==> src/shared/can_brtp_pkg.sv <==
// constants for the bit-rate and transmit-priority block
package can_brtp_pkg;
  localparam int NBUF       = 4;
  localparam int IDW        = 11;
  localparam int FIFO_DEPTH = 4;
  // register byte addresses
  localparam logic [7:0] ADDR_CFG    = 8'h00;
  localparam logic [7:0] ADDR_TIMING = 8'h04;
  localparam logic [7:0] ADDR_TXREQ  = 8'h08;
  localparam logic [7:0] ADDR_FIFO   = 8'h0C;
  localparam logic [7:0] ADDR_STATUS = 8'h10;
  localparam logic [3:0] ADDR_TXID_HI = 4'h2;
  // config register fields
  localparam int CFG_PRESC_LSB = 0;
  localparam int PRESC_W       = 10;
  localparam int CFG_CLKSRC    = 10;
  localparam int CFG_PRIO      = 11;
  localparam int CFG_RUN       = 12;
  localparam int CFG_FIFO_EN   = 13;
  localparam int CFG_LINK_LSB  = 14;
  // timing register fields
  localparam int TIM_T1_LSB  = 0;
  localparam int TIM_T2_LSB  = 8;
  localparam int TIM_SJW_LSB = 16;
  // status register fields
  localparam int ST_SEND_BIT  = 0;
  localparam int ST_SRC_LSB   = 1;
  localparam int ST_ID_LSB    = 4;
  localparam int ST_CNT_LSB   = 16;
  localparam int ST_FULL_BIT  = 19;
  localparam int ST_SAMPLE    = 20;
  // reset values
  localparam logic [9:0] PRESC_RST = 10'h000;
  localparam logic [4:0] TSEG1_RST = 5'h04;
  localparam logic [3:0] TSEG2_RST = 4'h3;
  localparam logic [2:0] SJW_RST   = 3'h1;
  // priority methods and sources
  localparam logic       PRIO_ID  = 1'b0;
  localparam logic       PRIO_BUF = 1'b1;
  localparam logic       SRC_SYS2 = 1'b0;
  localparam logic [2:0] SRC_FIFO = 3'h4;
  typedef enum {ST_IDLE, ST_SEND} tx_state_e;
endpackage : can_brtp_pkg

==> src/verilog/can_bit_rate_tx_priority.sv <==
// bit-rate generation and transmit-priority selection
//
// Decided for this implementation: the plain strobed port and the placing of the registers.
`timescale 1ns/1ps
module can_bit_rate_tx_priority
  import can_brtp_pkg::*;
(
  // clock and reset
  input  wire logic           clk_in,
  input  wire logic           rst_n_in,
  // register port
  input  wire logic [7:0]     addr_in,
  input  wire logic [31:0]    wdata_in,
  input  wire logic           wr_in,
  input  wire logic           rd_in,
  output logic      [31:0]    rdata_out,
  // kernel clock source and bus
  input  wire logic           xtal_tick_in,
  input  wire logic           can_rx_in,
  output logic                tq_tick_out,
  output logic                bit_tick_out,
  output logic                sample_out,
  // transmit engine
  input  wire logic           tx_start_in,
  input  wire logic           tx_done_in,
  input  wire logic           tx_retry_in,
  output logic                sending_out,
  output logic      [2:0]     sel_src_out,
  output logic      [IDW-1:0] sel_id_out
);

  logic [PRESC_W-1:0] presc_r;
  logic               clk_src_r;
  logic               prio_r;
  logic               run_r;
  logic               fifo_en_r;
  logic [1:0]         link_r;
  logic [4:0]         tseg1_r;
  logic [3:0]         tseg2_r;
  logic [2:0]         sjw_r;
  logic               div_r;
  logic [PRESC_W-1:0] presc_cnt_r;
  logic [5:0]         tq_idx_r;
  logic               tq_tick_r;
  logic               bit_tick_r;
  logic               sample_r;
  logic               samp_stb_r;
  logic [31:0]        rdata_r;
  logic [NBUF-1:0]    req_r;
  logic [IDW-1:0]     txid_r [NBUF];
  logic [IDW-1:0]     fifo_mem_r [FIFO_DEPTH];
  logic [2:0]         wr_ptr_r;
  logic [2:0]         rd_ptr_r;
  tx_state_e          st_r;
  logic [2:0]         sel_src_r;
  logic [IDW-1:0]     sel_id_r;
  logic [PRESC_W:0]   kt_seen_r;
  logic               sending_r;
  logic               kern_tick;
  logic               tq_en;
  logic [5:0]         bit_last;
  logic               cfg_wr;
  logic               txid_sel;
  logic [2:0]         fifo_cnt;
  logic               fifo_full;
  logic [2:0]         fifo_off;
  logic [1:0]         fifo_idx;
  logic               fifo_cand_v;
  logic [IDW-1:0]     fifo_cand_id;
  logic               best_v;
  logic [2:0]         best_src;
  logic [IDW-1:0]     best_id;
  logic               pick;
  logic [NBUF-1:0]    req_set;
  logic [NBUF-1:0]    req_clr;
  logic               id_viol;

  assign cfg_wr   = wr_in && (addr_in == ADDR_CFG);
  assign txid_sel = (addr_in[7:4] == ADDR_TXID_HI) && (addr_in[1:0] == 2'h0);

  // configuration; timing and prescaler frozen while running
  always_ff @(posedge clk_in or negedge rst_n_in) begin
    if (!rst_n_in) begin
      presc_r   <= PRESC_RST;
      clk_src_r <= SRC_SYS2;
      prio_r    <= PRIO_ID;
      run_r     <= 1'b0;
      fifo_en_r <= 1'b0;
      link_r    <= 2'h0;
      tseg1_r   <= TSEG1_RST;
      tseg2_r   <= TSEG2_RST;
      sjw_r     <= SJW_RST;
    end else begin
      if (cfg_wr) begin
        run_r     <= wdata_in[CFG_RUN];
        fifo_en_r <= wdata_in[CFG_FIFO_EN];
        link_r    <= wdata_in[CFG_LINK_LSB +: 2];
        prio_r    <= wdata_in[CFG_PRIO];
        if (!run_r) begin
          presc_r   <= wdata_in[CFG_PRESC_LSB +: PRESC_W];
          clk_src_r <= wdata_in[CFG_CLKSRC];
        end
      end
      if (wr_in && addr_in == ADDR_TIMING && !run_r) begin
        tseg1_r <= wdata_in[TIM_T1_LSB +: 5];
        tseg2_r <= wdata_in[TIM_T2_LSB +: 4];
        sjw_r   <= wdata_in[TIM_SJW_LSB +: 3];
      end
    end
  end

  // kernel clock enable
  always_ff @(posedge clk_in or negedge rst_n_in) begin
    if (!rst_n_in) begin
      div_r <= 1'b0;
    end else begin
      div_r <= ~div_r;
    end
  end

  assign kern_tick = (clk_src_r == SRC_SYS2) ? div_r : xtal_tick_in;
  assign tq_en     = run_r && kern_tick && (presc_cnt_r == presc_r);
  assign bit_last  = {1'b0, tseg1_r} + {2'h0, tseg2_r};
  // quantum prescaler
  always_ff @(posedge clk_in or negedge rst_n_in) begin
    if (!rst_n_in) begin
      presc_cnt_r <= '0;
      tq_tick_r   <= 1'b0;
    end else begin
      tq_tick_r <= tq_en;
      if (!run_r || tq_en) begin
        presc_cnt_r <= '0;
      end else if (kern_tick) begin
        presc_cnt_r <= presc_cnt_r + 10'h001;
      end
    end
  end

  // quanta within a bit and sample point
  always_ff @(posedge clk_in or negedge rst_n_in) begin
    if (!rst_n_in) begin
      tq_idx_r   <= '0;
      bit_tick_r <= 1'b0;
      sample_r   <= 1'b1;
      samp_stb_r <= 1'b0;
    end else begin
      bit_tick_r <= tq_en && (tq_idx_r == bit_last);
      samp_stb_r <= tq_en && (tq_idx_r == {1'b0, tseg1_r});
      if (!run_r) begin
        tq_idx_r <= '0;
      end else if (tq_en) begin
        tq_idx_r <= (tq_idx_r == bit_last) ? 6'h00 : tq_idx_r + 6'h01;
      end
      if (tq_en && tq_idx_r == {1'b0, tseg1_r}) begin
        sample_r <= can_rx_in;
      end
    end
  end
  // transmit buffer identifiers
  always_ff @(posedge clk_in or negedge rst_n_in) begin
    if (!rst_n_in) begin
      for (int b = 0; b < NBUF; b++) begin
        txid_r[b] <= '0;
      end
    end else if (wr_in && txid_sel) begin
      txid_r[addr_in[3:2]] <= wdata_in[IDW-1:0];
    end
  end

  // requests: a new request wins over a completion clear
  assign req_set = (wr_in && addr_in == ADDR_TXREQ) ? wdata_in[NBUF-1:0] : '0;
  assign req_clr = (st_r == ST_SEND && tx_done_in && sel_src_r != SRC_FIFO) ?
                   (4'h1 << sel_src_r[1:0]) : '0;
  always_ff @(posedge clk_in or negedge rst_n_in) begin
    if (!rst_n_in) begin
      req_r <= '0;
    end else begin
      req_r <= (req_r & ~req_clr) | req_set;
    end
  end

  // transmit-mode FIFO, oldest at the read pointer
  assign fifo_cnt  = wr_ptr_r - rd_ptr_r;
  assign fifo_full = (fifo_cnt == 3'(FIFO_DEPTH));

  always_ff @(posedge clk_in or negedge rst_n_in) begin
    if (!rst_n_in) begin
      wr_ptr_r <= '0;
      rd_ptr_r <= '0;
      for (int e = 0; e < FIFO_DEPTH; e++) begin
        fifo_mem_r[e] <= '0;
      end
    end else begin
      if (wr_in && addr_in == ADDR_FIFO && !fifo_full) begin
        fifo_mem_r[wr_ptr_r[1:0]] <= wdata_in[IDW-1:0];
        wr_ptr_r                  <= wr_ptr_r + 3'h1;
      end
      if (st_r == ST_SEND && tx_done_in && sel_src_r == SRC_FIFO) begin
        rd_ptr_r <= rd_ptr_r + 3'h1;
      end
    end
  end
  // candidate of the FIFO: next entry while its head is on the bus
  assign fifo_off     = (st_r == ST_SEND && sel_src_r == SRC_FIFO) ? 3'h1 : 3'h0;
  assign fifo_idx     = rd_ptr_r[1:0] + fifo_off[1:0];
  assign fifo_cand_v  = fifo_en_r && (fifo_cnt > fifo_off);
  assign fifo_cand_id = fifo_mem_r[fifo_idx];
  // priority selection
  always_comb begin
    best_v   = 1'b0;
    best_src = 3'h0;
    best_id  = '0;
    for (int b = 0; b < NBUF; b++) begin
      if (req_r[b] && (!best_v || (prio_r == PRIO_ID && txid_r[b] < best_id))) begin
        best_v   = 1'b1;
        best_src = 3'(b);
        best_id  = txid_r[b];
      end
    end
    if (fifo_cand_v) begin
      if (!best_v ||
          (prio_r == PRIO_ID && fifo_cand_id < best_id) ||
          (prio_r == PRIO_BUF && {1'b0, link_r} < best_src)) begin
        best_v   = 1'b1;
        best_src = SRC_FIFO;
        best_id  = fifo_cand_id;
      end
    end
  end
  assign pick = (st_r == ST_IDLE) && tx_start_in && best_v;
  always_ff @(posedge clk_in or negedge rst_n_in) begin
    if (!rst_n_in) begin
      st_r      <= ST_IDLE;
      sel_src_r <= '0;
      sel_id_r  <= '0;
      sending_r <= 1'b0;
    end else begin
      case (st_r)
        ST_IDLE: begin
          if (pick) begin
            st_r      <= ST_SEND;
            sel_src_r <= best_src;
            sel_id_r  <= best_id;
            sending_r <= 1'b1;
          end
        end
        ST_SEND: begin
          if (tx_done_in || tx_retry_in) begin
            st_r      <= ST_IDLE;
            sending_r <= 1'b0;
          end
        end
        default: begin
          st_r <= ST_IDLE;
        end
      endcase
    end
  end
  // register read port
  always_ff @(posedge clk_in or negedge rst_n_in) begin
    if (!rst_n_in) begin
      rdata_r <= '0;
    end else begin
      rdata_r <= '0;
      if (rd_in) begin
        if (addr_in == ADDR_CFG) begin
          rdata_r[CFG_PRESC_LSB +: PRESC_W] <= presc_r;
          rdata_r[CFG_CLKSRC]               <= clk_src_r;
          rdata_r[CFG_PRIO]                 <= prio_r;
          rdata_r[CFG_RUN]                  <= run_r;
          rdata_r[CFG_FIFO_EN]              <= fifo_en_r;
          rdata_r[CFG_LINK_LSB +: 2]        <= link_r;
        end else if (addr_in == ADDR_TIMING) begin
          rdata_r[TIM_T1_LSB +: 5]  <= tseg1_r;
          rdata_r[TIM_T2_LSB +: 4]  <= tseg2_r;
          rdata_r[TIM_SJW_LSB +: 3] <= sjw_r;
        end else if (addr_in == ADDR_TXREQ) begin
          rdata_r[NBUF-1:0] <= req_r;
        end else if (addr_in == ADDR_STATUS) begin
          rdata_r[ST_SEND_BIT]          <= (st_r == ST_SEND);
          rdata_r[ST_SRC_LSB +: 3]      <= sel_src_r;
          rdata_r[ST_ID_LSB +: IDW]     <= sel_id_r;
          rdata_r[ST_CNT_LSB +: 3]      <= fifo_cnt;
          rdata_r[ST_FULL_BIT]          <= fifo_full;
          rdata_r[ST_SAMPLE]            <= sample_r;
        end else if (txid_sel) begin
          rdata_r[IDW-1:0] <= txid_r[addr_in[3:2]];
        end
      end
    end
  end

  assign rdata_out    = rdata_r;
  assign tq_tick_out  = tq_tick_r;
  assign bit_tick_out = bit_tick_r;
  assign sample_out   = sample_r;
  assign sending_out  = sending_r;
  assign sel_src_out  = sel_src_r;
  assign sel_id_out   = sel_id_r;
  // checking helpers
  always_ff @(posedge clk_in or negedge rst_n_in) begin
    if (!rst_n_in) begin
      kt_seen_r <= '0;
    end else if (!run_r || tq_en) begin
      kt_seen_r <= '0;
    end else if (kern_tick) begin
      kt_seen_r <= kt_seen_r + 11'h001;
    end
  end

  always_comb begin
    id_viol = 1'b0;
    for (int b = 0; b < NBUF; b++) begin
      if (req_r[b] && (txid_r[b] < best_id ||
          (txid_r[b] == best_id && best_src != SRC_FIFO && 3'(b) < best_src))) begin
        id_viol = 1'b1;
      end
    end
    if (fifo_cand_v && fifo_cand_id < best_id) begin
      id_viol = 1'b1;
    end
  end
endmodule : can_bit_rate_tx_priority

==> config.mk <==
export PLATFORM = sky130hd
export DESIGN_NAME = can_bit_rate_tx_priority
export DESIGN_NICKNAME = d
export VERILOG_FILES = /design/src/shared/can_brtp_pkg.sv /design/src/verilog/can_bit_rate_tx_priority.sv
export SDC_FILE = /design/constraint.sdc
export NUM_CORES = 1
export LEC_CHECK = 0
export CORE_ASPECT_RATIO = 0.9
export CORE_MARGIN = 4
export CORE_UTILIZATION = 65
export CTS_CLUSTER_SIZE = 16
export DETAILED_ROUTE_END_ITERATION = 12
export DONT_BUFFER_PORTS = 1
export GPL_TIMING_DRIVEN = 0
export PLACE_DENSITY_LB_ADDON = 0.05
export SYNTH_ARGS = -nofsm -noshare
export SYNTH_HDL_FRONTEND = slang
export SYNTH_SLANG_ARGS = --single-unit
==> constraint.sdc <==
create_clock -name clk_in -period 21.9 [get_ports clk_in]
set_input_delay 4.38 -clock clk_in [delete_from_list [all_inputs] [get_ports clk_in]]
set_output_delay 4.38 -clock clk_in [all_outputs]
set_load 0.01 [all_outputs]
=== Word level (Yosys, flattened, before mapping) ===
Index checks and enable logic that the tools add are counted.
Widths: inputs -> output; s select.

* Input bits: 49
* Logic and storage cells: 188
* Register bits after elaboration: 214

* Muxes and demuxes: 61
* Reductions and logical operators: 52
* Add/subtract/negate cells: 7
* Bitwise gates (word level): 9
* Magnitude comparators: 11
* Shift operators: 1
* Equal/unequal tests: 16

{| class="wikitable"
|+ Operator list
! cell !! number
|-
| $mux 11 || 15
|-
| $bwmux 44 || 2
|-
| $logic_not 32->1 || 2
|-
| $mux 32 || 2
|-
| $pmux 32 s2 || 1
|-
| $bmux 11 s2 || 2
|-
| $demux 11 s2 || 2
|-
| $lt 11x11->1 || 4
|-
| $eq 32x1->1 const B || 1
|-
| $eq 32x2->1 const B || 1
|-
| $logic_and 1x1->1 || 29
|-
| $mux 21 || 1
|-
| $mux 3 || 7
|-
| $mux 10 || 2
|-
| $mux 4 || 5
|-
| $mux 5 || 4
|-
| $mux 6 || 3
|-
| $eq 8x4->1 const B || 2
|-
| $mux 15 || 1
|-
| $mux 1 || 12
|-
| $add 10x1->10 const B || 1
|-
| $eq 10x10->1 || 1
|-
| $ge 3x3->1 const B || 3
|-
| $not 2->3 || 3
|-
| other kinds (31) || 51
|}

=== Depth between registers and ports, before layout ===
* Depth in word-level cells: 25
* Mapped depth: 40

=== Worst setup path after synthesis ===
No wires, ideal clock.

* Kind: register to register
* Start point: register req_r[0]
* End point: register sel_id_r[10], in the netlist sel_id_out[10]
* Cell stages (with the launch flop): 41
* Data arrival time: 7792 ps
* Path buffers: 6
* Setup slack: 13986 ps
* Required time: 21778 ps
* Cell sequence: dfrtp_1 -> buf_2 -> buf_1 -> nand2_1 -> ha_1 -> a211oi_1 -> o21ai_1 -> a21oi_1 -> a21boi_1 -> nor2_1 -> a22oi_1 -> ha_1 -> o2111a_2 -> and2_4 -> a221oi_2 -> and2_1 -> o21ai_1 -> and2_1 -> [... 5 more ...] -> a211oi_1 -> and3_1 -> a41oi_2 -> and3_1 -> buf_2 -> a211oi_2 -> nor2_1 -> ha_1 -> a21o_1 -> a21o_1 -> a21oi_1 -> o211ai_1 -> a2111oi_0 -> o2111ai_1 -> o211a_4 -> buf_8 -> o22ai_2 -> a21oi_2

* Longest elaborated chain between the ends: 24
* Elaborated cells between the ends (all ways): 39
* Those cells by class: 5 x order compare; 15 x mux; 19 x reduce/logical

{| class="wikitable"
|+ Ends and longest elaborated chain
! what !! line !! text
|-
| start: declaration || can_bit_rate_tx_priority.sv:49 || <nowiki>logic [NBUF-1:0] req_r;</nowiki>
|-
| start signal: assignment || can_bit_rate_tx_priority.sv:178 || <nowiki>req_r <= (req_r & ~req_clr) | req_set;</nowiki>
|-
| $mux 11 || can_bit_rate_tx_priority.sv:214 || <nowiki>if (req_r[b] && (!best_v || (prio_r == PRIO_ID && txid_r[b] < best_id))) begin</nowiki>
|-
| $lt 11x11->1 || can_bit_rate_tx_priority.sv:214 ||
|-
| $logic_and 1x1->1 || can_bit_rate_tx_priority.sv:214 ||
|-
| $logic_or 1x1->1 || can_bit_rate_tx_priority.sv:214 ||
|-
| $logic_and 1x1->1 || can_bit_rate_tx_priority.sv:214 ||
|-
| $mux 11 || can_bit_rate_tx_priority.sv:214 ||
|-
| $lt 11x11->1 || can_bit_rate_tx_priority.sv:214 ||
|-
| $logic_and 1x1->1 || can_bit_rate_tx_priority.sv:214 ||
|-
| [... 8 more ...] || n/a ||
|-
| $lt 11x11->1 || can_bit_rate_tx_priority.sv:222 || <nowiki>(prio_r == PRIO_ID && fifo_cand_id < best_id) ||</nowiki>
|-
| $logic_and 1x1->1 || can_bit_rate_tx_priority.sv:222 ||
|-
| $logic_or 1x1->1 || can_bit_rate_tx_priority.sv:221 || <nowiki>if (!best_v ||</nowiki>
|-
| $logic_or 1x1->1 || can_bit_rate_tx_priority.sv:222 ||
|-
| $mux 1 || can_bit_rate_tx_priority.sv:221 ||
|-
| $mux 1 || can_bit_rate_tx_priority.sv:220 || <nowiki>if (fifo_cand_v) begin</nowiki>
|-
| $logic_and 1x1->1 || can_bit_rate_tx_priority.sv:230 || <nowiki>assign pick = (st_r == ST_IDLE) && tx_start_in && best_v;</nowiki>
|-
| $reduce_and 2->1 (no source line) || n/a ||
|-
| end signal: assignment || can_bit_rate_tx_priority.sv:243 || <nowiki>sel_id_r <= best_id;</nowiki>
|-
| end: declaration || can_bit_rate_tx_priority.sv:56 || <nowiki>logic [IDW-1:0] sel_id_r;</nowiki>
|}

Several ways; a longest one is shown, not always the timed one.
A chain may end at the register's enable or synchronous reset.

=== Final worst setup path ===
* Start point: register req_r[0]
* End point: register sel_id_r[3], in the netlist sel_id_out[3]

The elaborated chain is that of the path after synthesis.

==> reports/results.txt <==
The number of setup violations in the final report was 0. The xor/xnor share of the synthesized area works out to 0.0325. The HPWL after detailed placement was 21.7 mm; the DRC marker count from the first detailed-route iteration was 944. The count of yosys warnings during synthesis was 0; the layout overhead on the synthesized area was 8.53%. The basic-gate share of the synthesized area counting and, or, nand and nor cells was 0.108; the post-cts gate resize count was 0. In this run the number of H-tree levels came out at 4. The last element of the critical path was sel_id_out[3].

The tools report the cell at the root of the clock tree as clkbuf_16. The effective utilization at floorplan is 0.671. Critical-path maximum fanout: 10. TritonCTS built the clock tree.

Including well taps, the total number of placed cells is 1139. The post-synthesis compound-gate area fraction came out at 0.139. Timing would allow up to 0.0882 GHz. The tools report the max-slew violation count as 0. The peak supply drop was 0.0644 mV; the number of buffers inserted to repair setup after CTS was 0. The die width was 142 um; the number of sinks on the clock net was 182. On the critical path, the stage with the largest delay is an instance of a2111oi_0. Entering global routing, the biggest net connects 183 pins. The run gives 2 as the maximum number of buffers from clock root to sink.

The insertion delay of the later-clocked pin in the worst-skew pair came out at 0.44 ns. For the pin with the worst max-slew slack, the measured transition is 1.23 ns. The sum of negative setup slack is 0 ns, and the number of standard cells in the layout, taps in and fillers out is 1172. The kind of start point of the critical path is a flop. For this design the static power due to leakage is 0.00526 uW. Dividing the detail-routed wire length by the instance count gives 25.0 um. The run gives 43 as the number of standard-cell rows in the floorplan. A synthesized cell averages 11.3 um2. The area of the core is 15700 um2.

The ratio of routed vias to standard cells was 6.69; the routability congestion estimate was 1.01. In this run the power density over the cells is 72.7 nW/um2. The initial antenna violation count came out at 1. After synthesis, the largest family of logic cells by area is multiplexers. Before CTS, the worst setup slack after placement is 11.03 ns.

The share of synthesized area occupied by flip-flops and latches came out at 0.434. The number of port buffers works out to 0. The worst register-to-register path begins at req_r[0]. The required time reported for the critical path endpoint was 22.26 ns.

For this design the top-level I/O count stands at 99. The final route contains 7837 vias. The ratio of final minimum period to clock period is 0.518, and the max-cap violation count is 0. The number of hold violations in the final report is 0, and the number of flip-flops and latches in the synthesized netlist is 182. The async set or reset register ratio after synthesis works out to 1.00.

For flop-to-flop paths, the worst setup slack is 10.56 ns. The overall track demand over capacity in global routing was 0.333. Post-route worst setup slack: 10.56 ns. The mapped netlist covers 10500 um2. The run gives 46.0 mm as the global-route wire length before repair. In this run, CTS created clock tree buffers numbering 17.

The post-route minimum period was 11.34 ns; the count of unique library cells instantiated by Yosys was 80. The worst setup skew after layout is 0.0107 ns. The iteration count of the initial detailed-routing pass is 6, and the count of unresolved DRC violations after routing is 0. The worst stage delay on the critical path works out to 0.96 ns.

Of all cell types, the one taking the most synthesized area is dfrtp_1. The endpoint type of the worst setup path is a flop. Area share of the largest cell type after synthesis: 0.421. The final layout contains routed wiring with a total length of 29.4 mm.

Setup repair after global routing left no endpoint under its margin. In the final design database the tool counted 1062 nets. The share of post-route cells with drive strength above 1 is 0.230.

The vertical die dimension works out to 129 um. Die area: 18300 um2. Overall power consumption after layout is estimated at 830 uW. Counting flops with a built-in enable in the synthesized netlist gives 0. For this design, the CTS-stage hold fixing added 0 buffers. The logic depth of the worst register-to-register path came out at 40. The dominant register cell in the synthesized netlist is dfrtp_1. Sorting the synthesized cells by area gives the leading types as dfrtp_1, mux2_2, ha_1, mux4_2, mux2_1. The tools report the reg-to-reg critical path endpoint as sel_id_out[3]. Clock-pin transition on the worst setup and hold timing paths: 0.07 ns. Residual antenna-violating net count after detailed routing: 0.

Share of cell area taken by muxes after synthesis: 0.177. The startpoint-to-endpoint class of the critical path was flop to flop. For the data arrival time of the critical path, the log shows 11.71 ns. Summed over all layers, the global routing overflow is 0. The adder-cell share of the synthesized area works out to 0.0693. In this run the worst hold path is classified as flop to flop.

The critical path startpoint is req_r[0]. Counting every instance in the synthesized netlist gives 927. The flow ran to the end, and the final reports show no timing, DRC or antenna violations.

The number of global-route vias before repair was 8010; the relative slew slack was 0.175.
[worst max-delay path, delay by kind of cell (launching register included)]
family | cells | cell delay [ns]
buf+inv | 6 | 2.04
compound gates | 20 | 4.92
fa+ha+maj | 4 | 1.18
simple gates | 10 | 2.67
flops | 1 | 0.43
[how the worst min path moves through the flow]
stage	end	startpoint	cells after the start
floorplan	div_r	div_r	1
global placement	div_r	div_r	1
detailed placement	div_r	div_r	1
CTS	div_r	div_r	1
global route	div_r	div_r	1
finish	div_r	div_r	1
[cells in the mapped netlist (all sizes together), types with 3 or more instances]
cell / instances
o21a: 3
a21boi: 5
o211ai: 5
nand2: 58
o22ai: 13
o31ai: 6
and3: 12
nor3b: 8
mux4: 22
o21ai: 27
xor2: 13
nor4: 3
nor3: 6
nand4: 13
and3b: 3
nand2b: 7
nand3: 11
inv: 31
dfstp: 5
nor2b: 9
mux2: 119
o311ai: 3
a222oi: 11
nor2: 66
a21oi: 51
buf: 33
xnor2: 26
a21o: 17
dfrtp: 177
and2: 15
a22oi: 16
a211oi: 14
ha: 55
clkbuf: 29
[state kept, by name (all words and copies together), names as in the netlist, 4 cells and up]
register and cells:
tq_idx_r 6, req_r 4, sel_id_out 11, tseg1_r 5, rdata_out 21, presc_r 10
fifo_mem_r 44, tseg2_r 4, presc_cnt_r 10, txid_r 44
[cell families (layout without fill, tap and decap cells)]
kind of cell,after synthesis,count (layout)
AOI/OAI and AO/OA,188,188
xor gates and xnor gates,39,39
adders and majority gates,57,57
buffers and inverters,93,125
DFF,182,182
muxes,143,143
other,1,12
and+or+nand+nor,224,224
[report_power, final]
group / switching (uW) / internal, uW / total (uW)
Clock: 143 / 176 / 319
Combinational: 69.3 / 49.2 / 119
Sequential: 36.6 / 356 / 393
Total: 249 / 581 / 830
[placed cells by master, fill, tap and decap left out, types with 16 or more instances in the layout]
cell type    n
a21oi_1     41
a22oi_1     16
inv_1       31
xnor2_1     26
ha_1        55
a21o_1      17
o21ai_0     21
mux2_2      90
clkbuf_1    30
clkbuf_16   17
mux2_1      29
dfrtp_1    177
nand2_1     58
nor2_1      64
mux4_2      22
[final cells by class]
cell class | count | area [um2]
Antenna cell | 1 | 2.50
Buffer | 62 | 315
Clock buffer | 19 | 443
Clock inverter | 13 | 161
Fill cell | 1060 | 4250
Inverter | 31 | 116
Multi-Input combinational cell | 662 | 5560
Sequential cell | 182 | 4560
Tap cell | 202 | 253
[metal layers]
layer  vias up  wire [um]  track usage
met5         -          0            0
met4         0        861        0.107
met3        61       3130       0.0985
met2       398      13500        0.520
met1      3948      11900        0.454
li1       3430          -            -
[metrics by stage]
step | hold slack [ns] | utilization | instance area [um2]
after CTS | 0.412 | 0.729 | 11400
after floorplan | 0.383 | - | 10600
final | 0.407 | 0.729 | 11400
after global placement | 0.397 | 0.690 | 10800
after global routing | 0.436 | 0.729 | 11400
after detailed placement | 0.402 | 0.690 | 10800
Power figures use the tool's default switching activity.
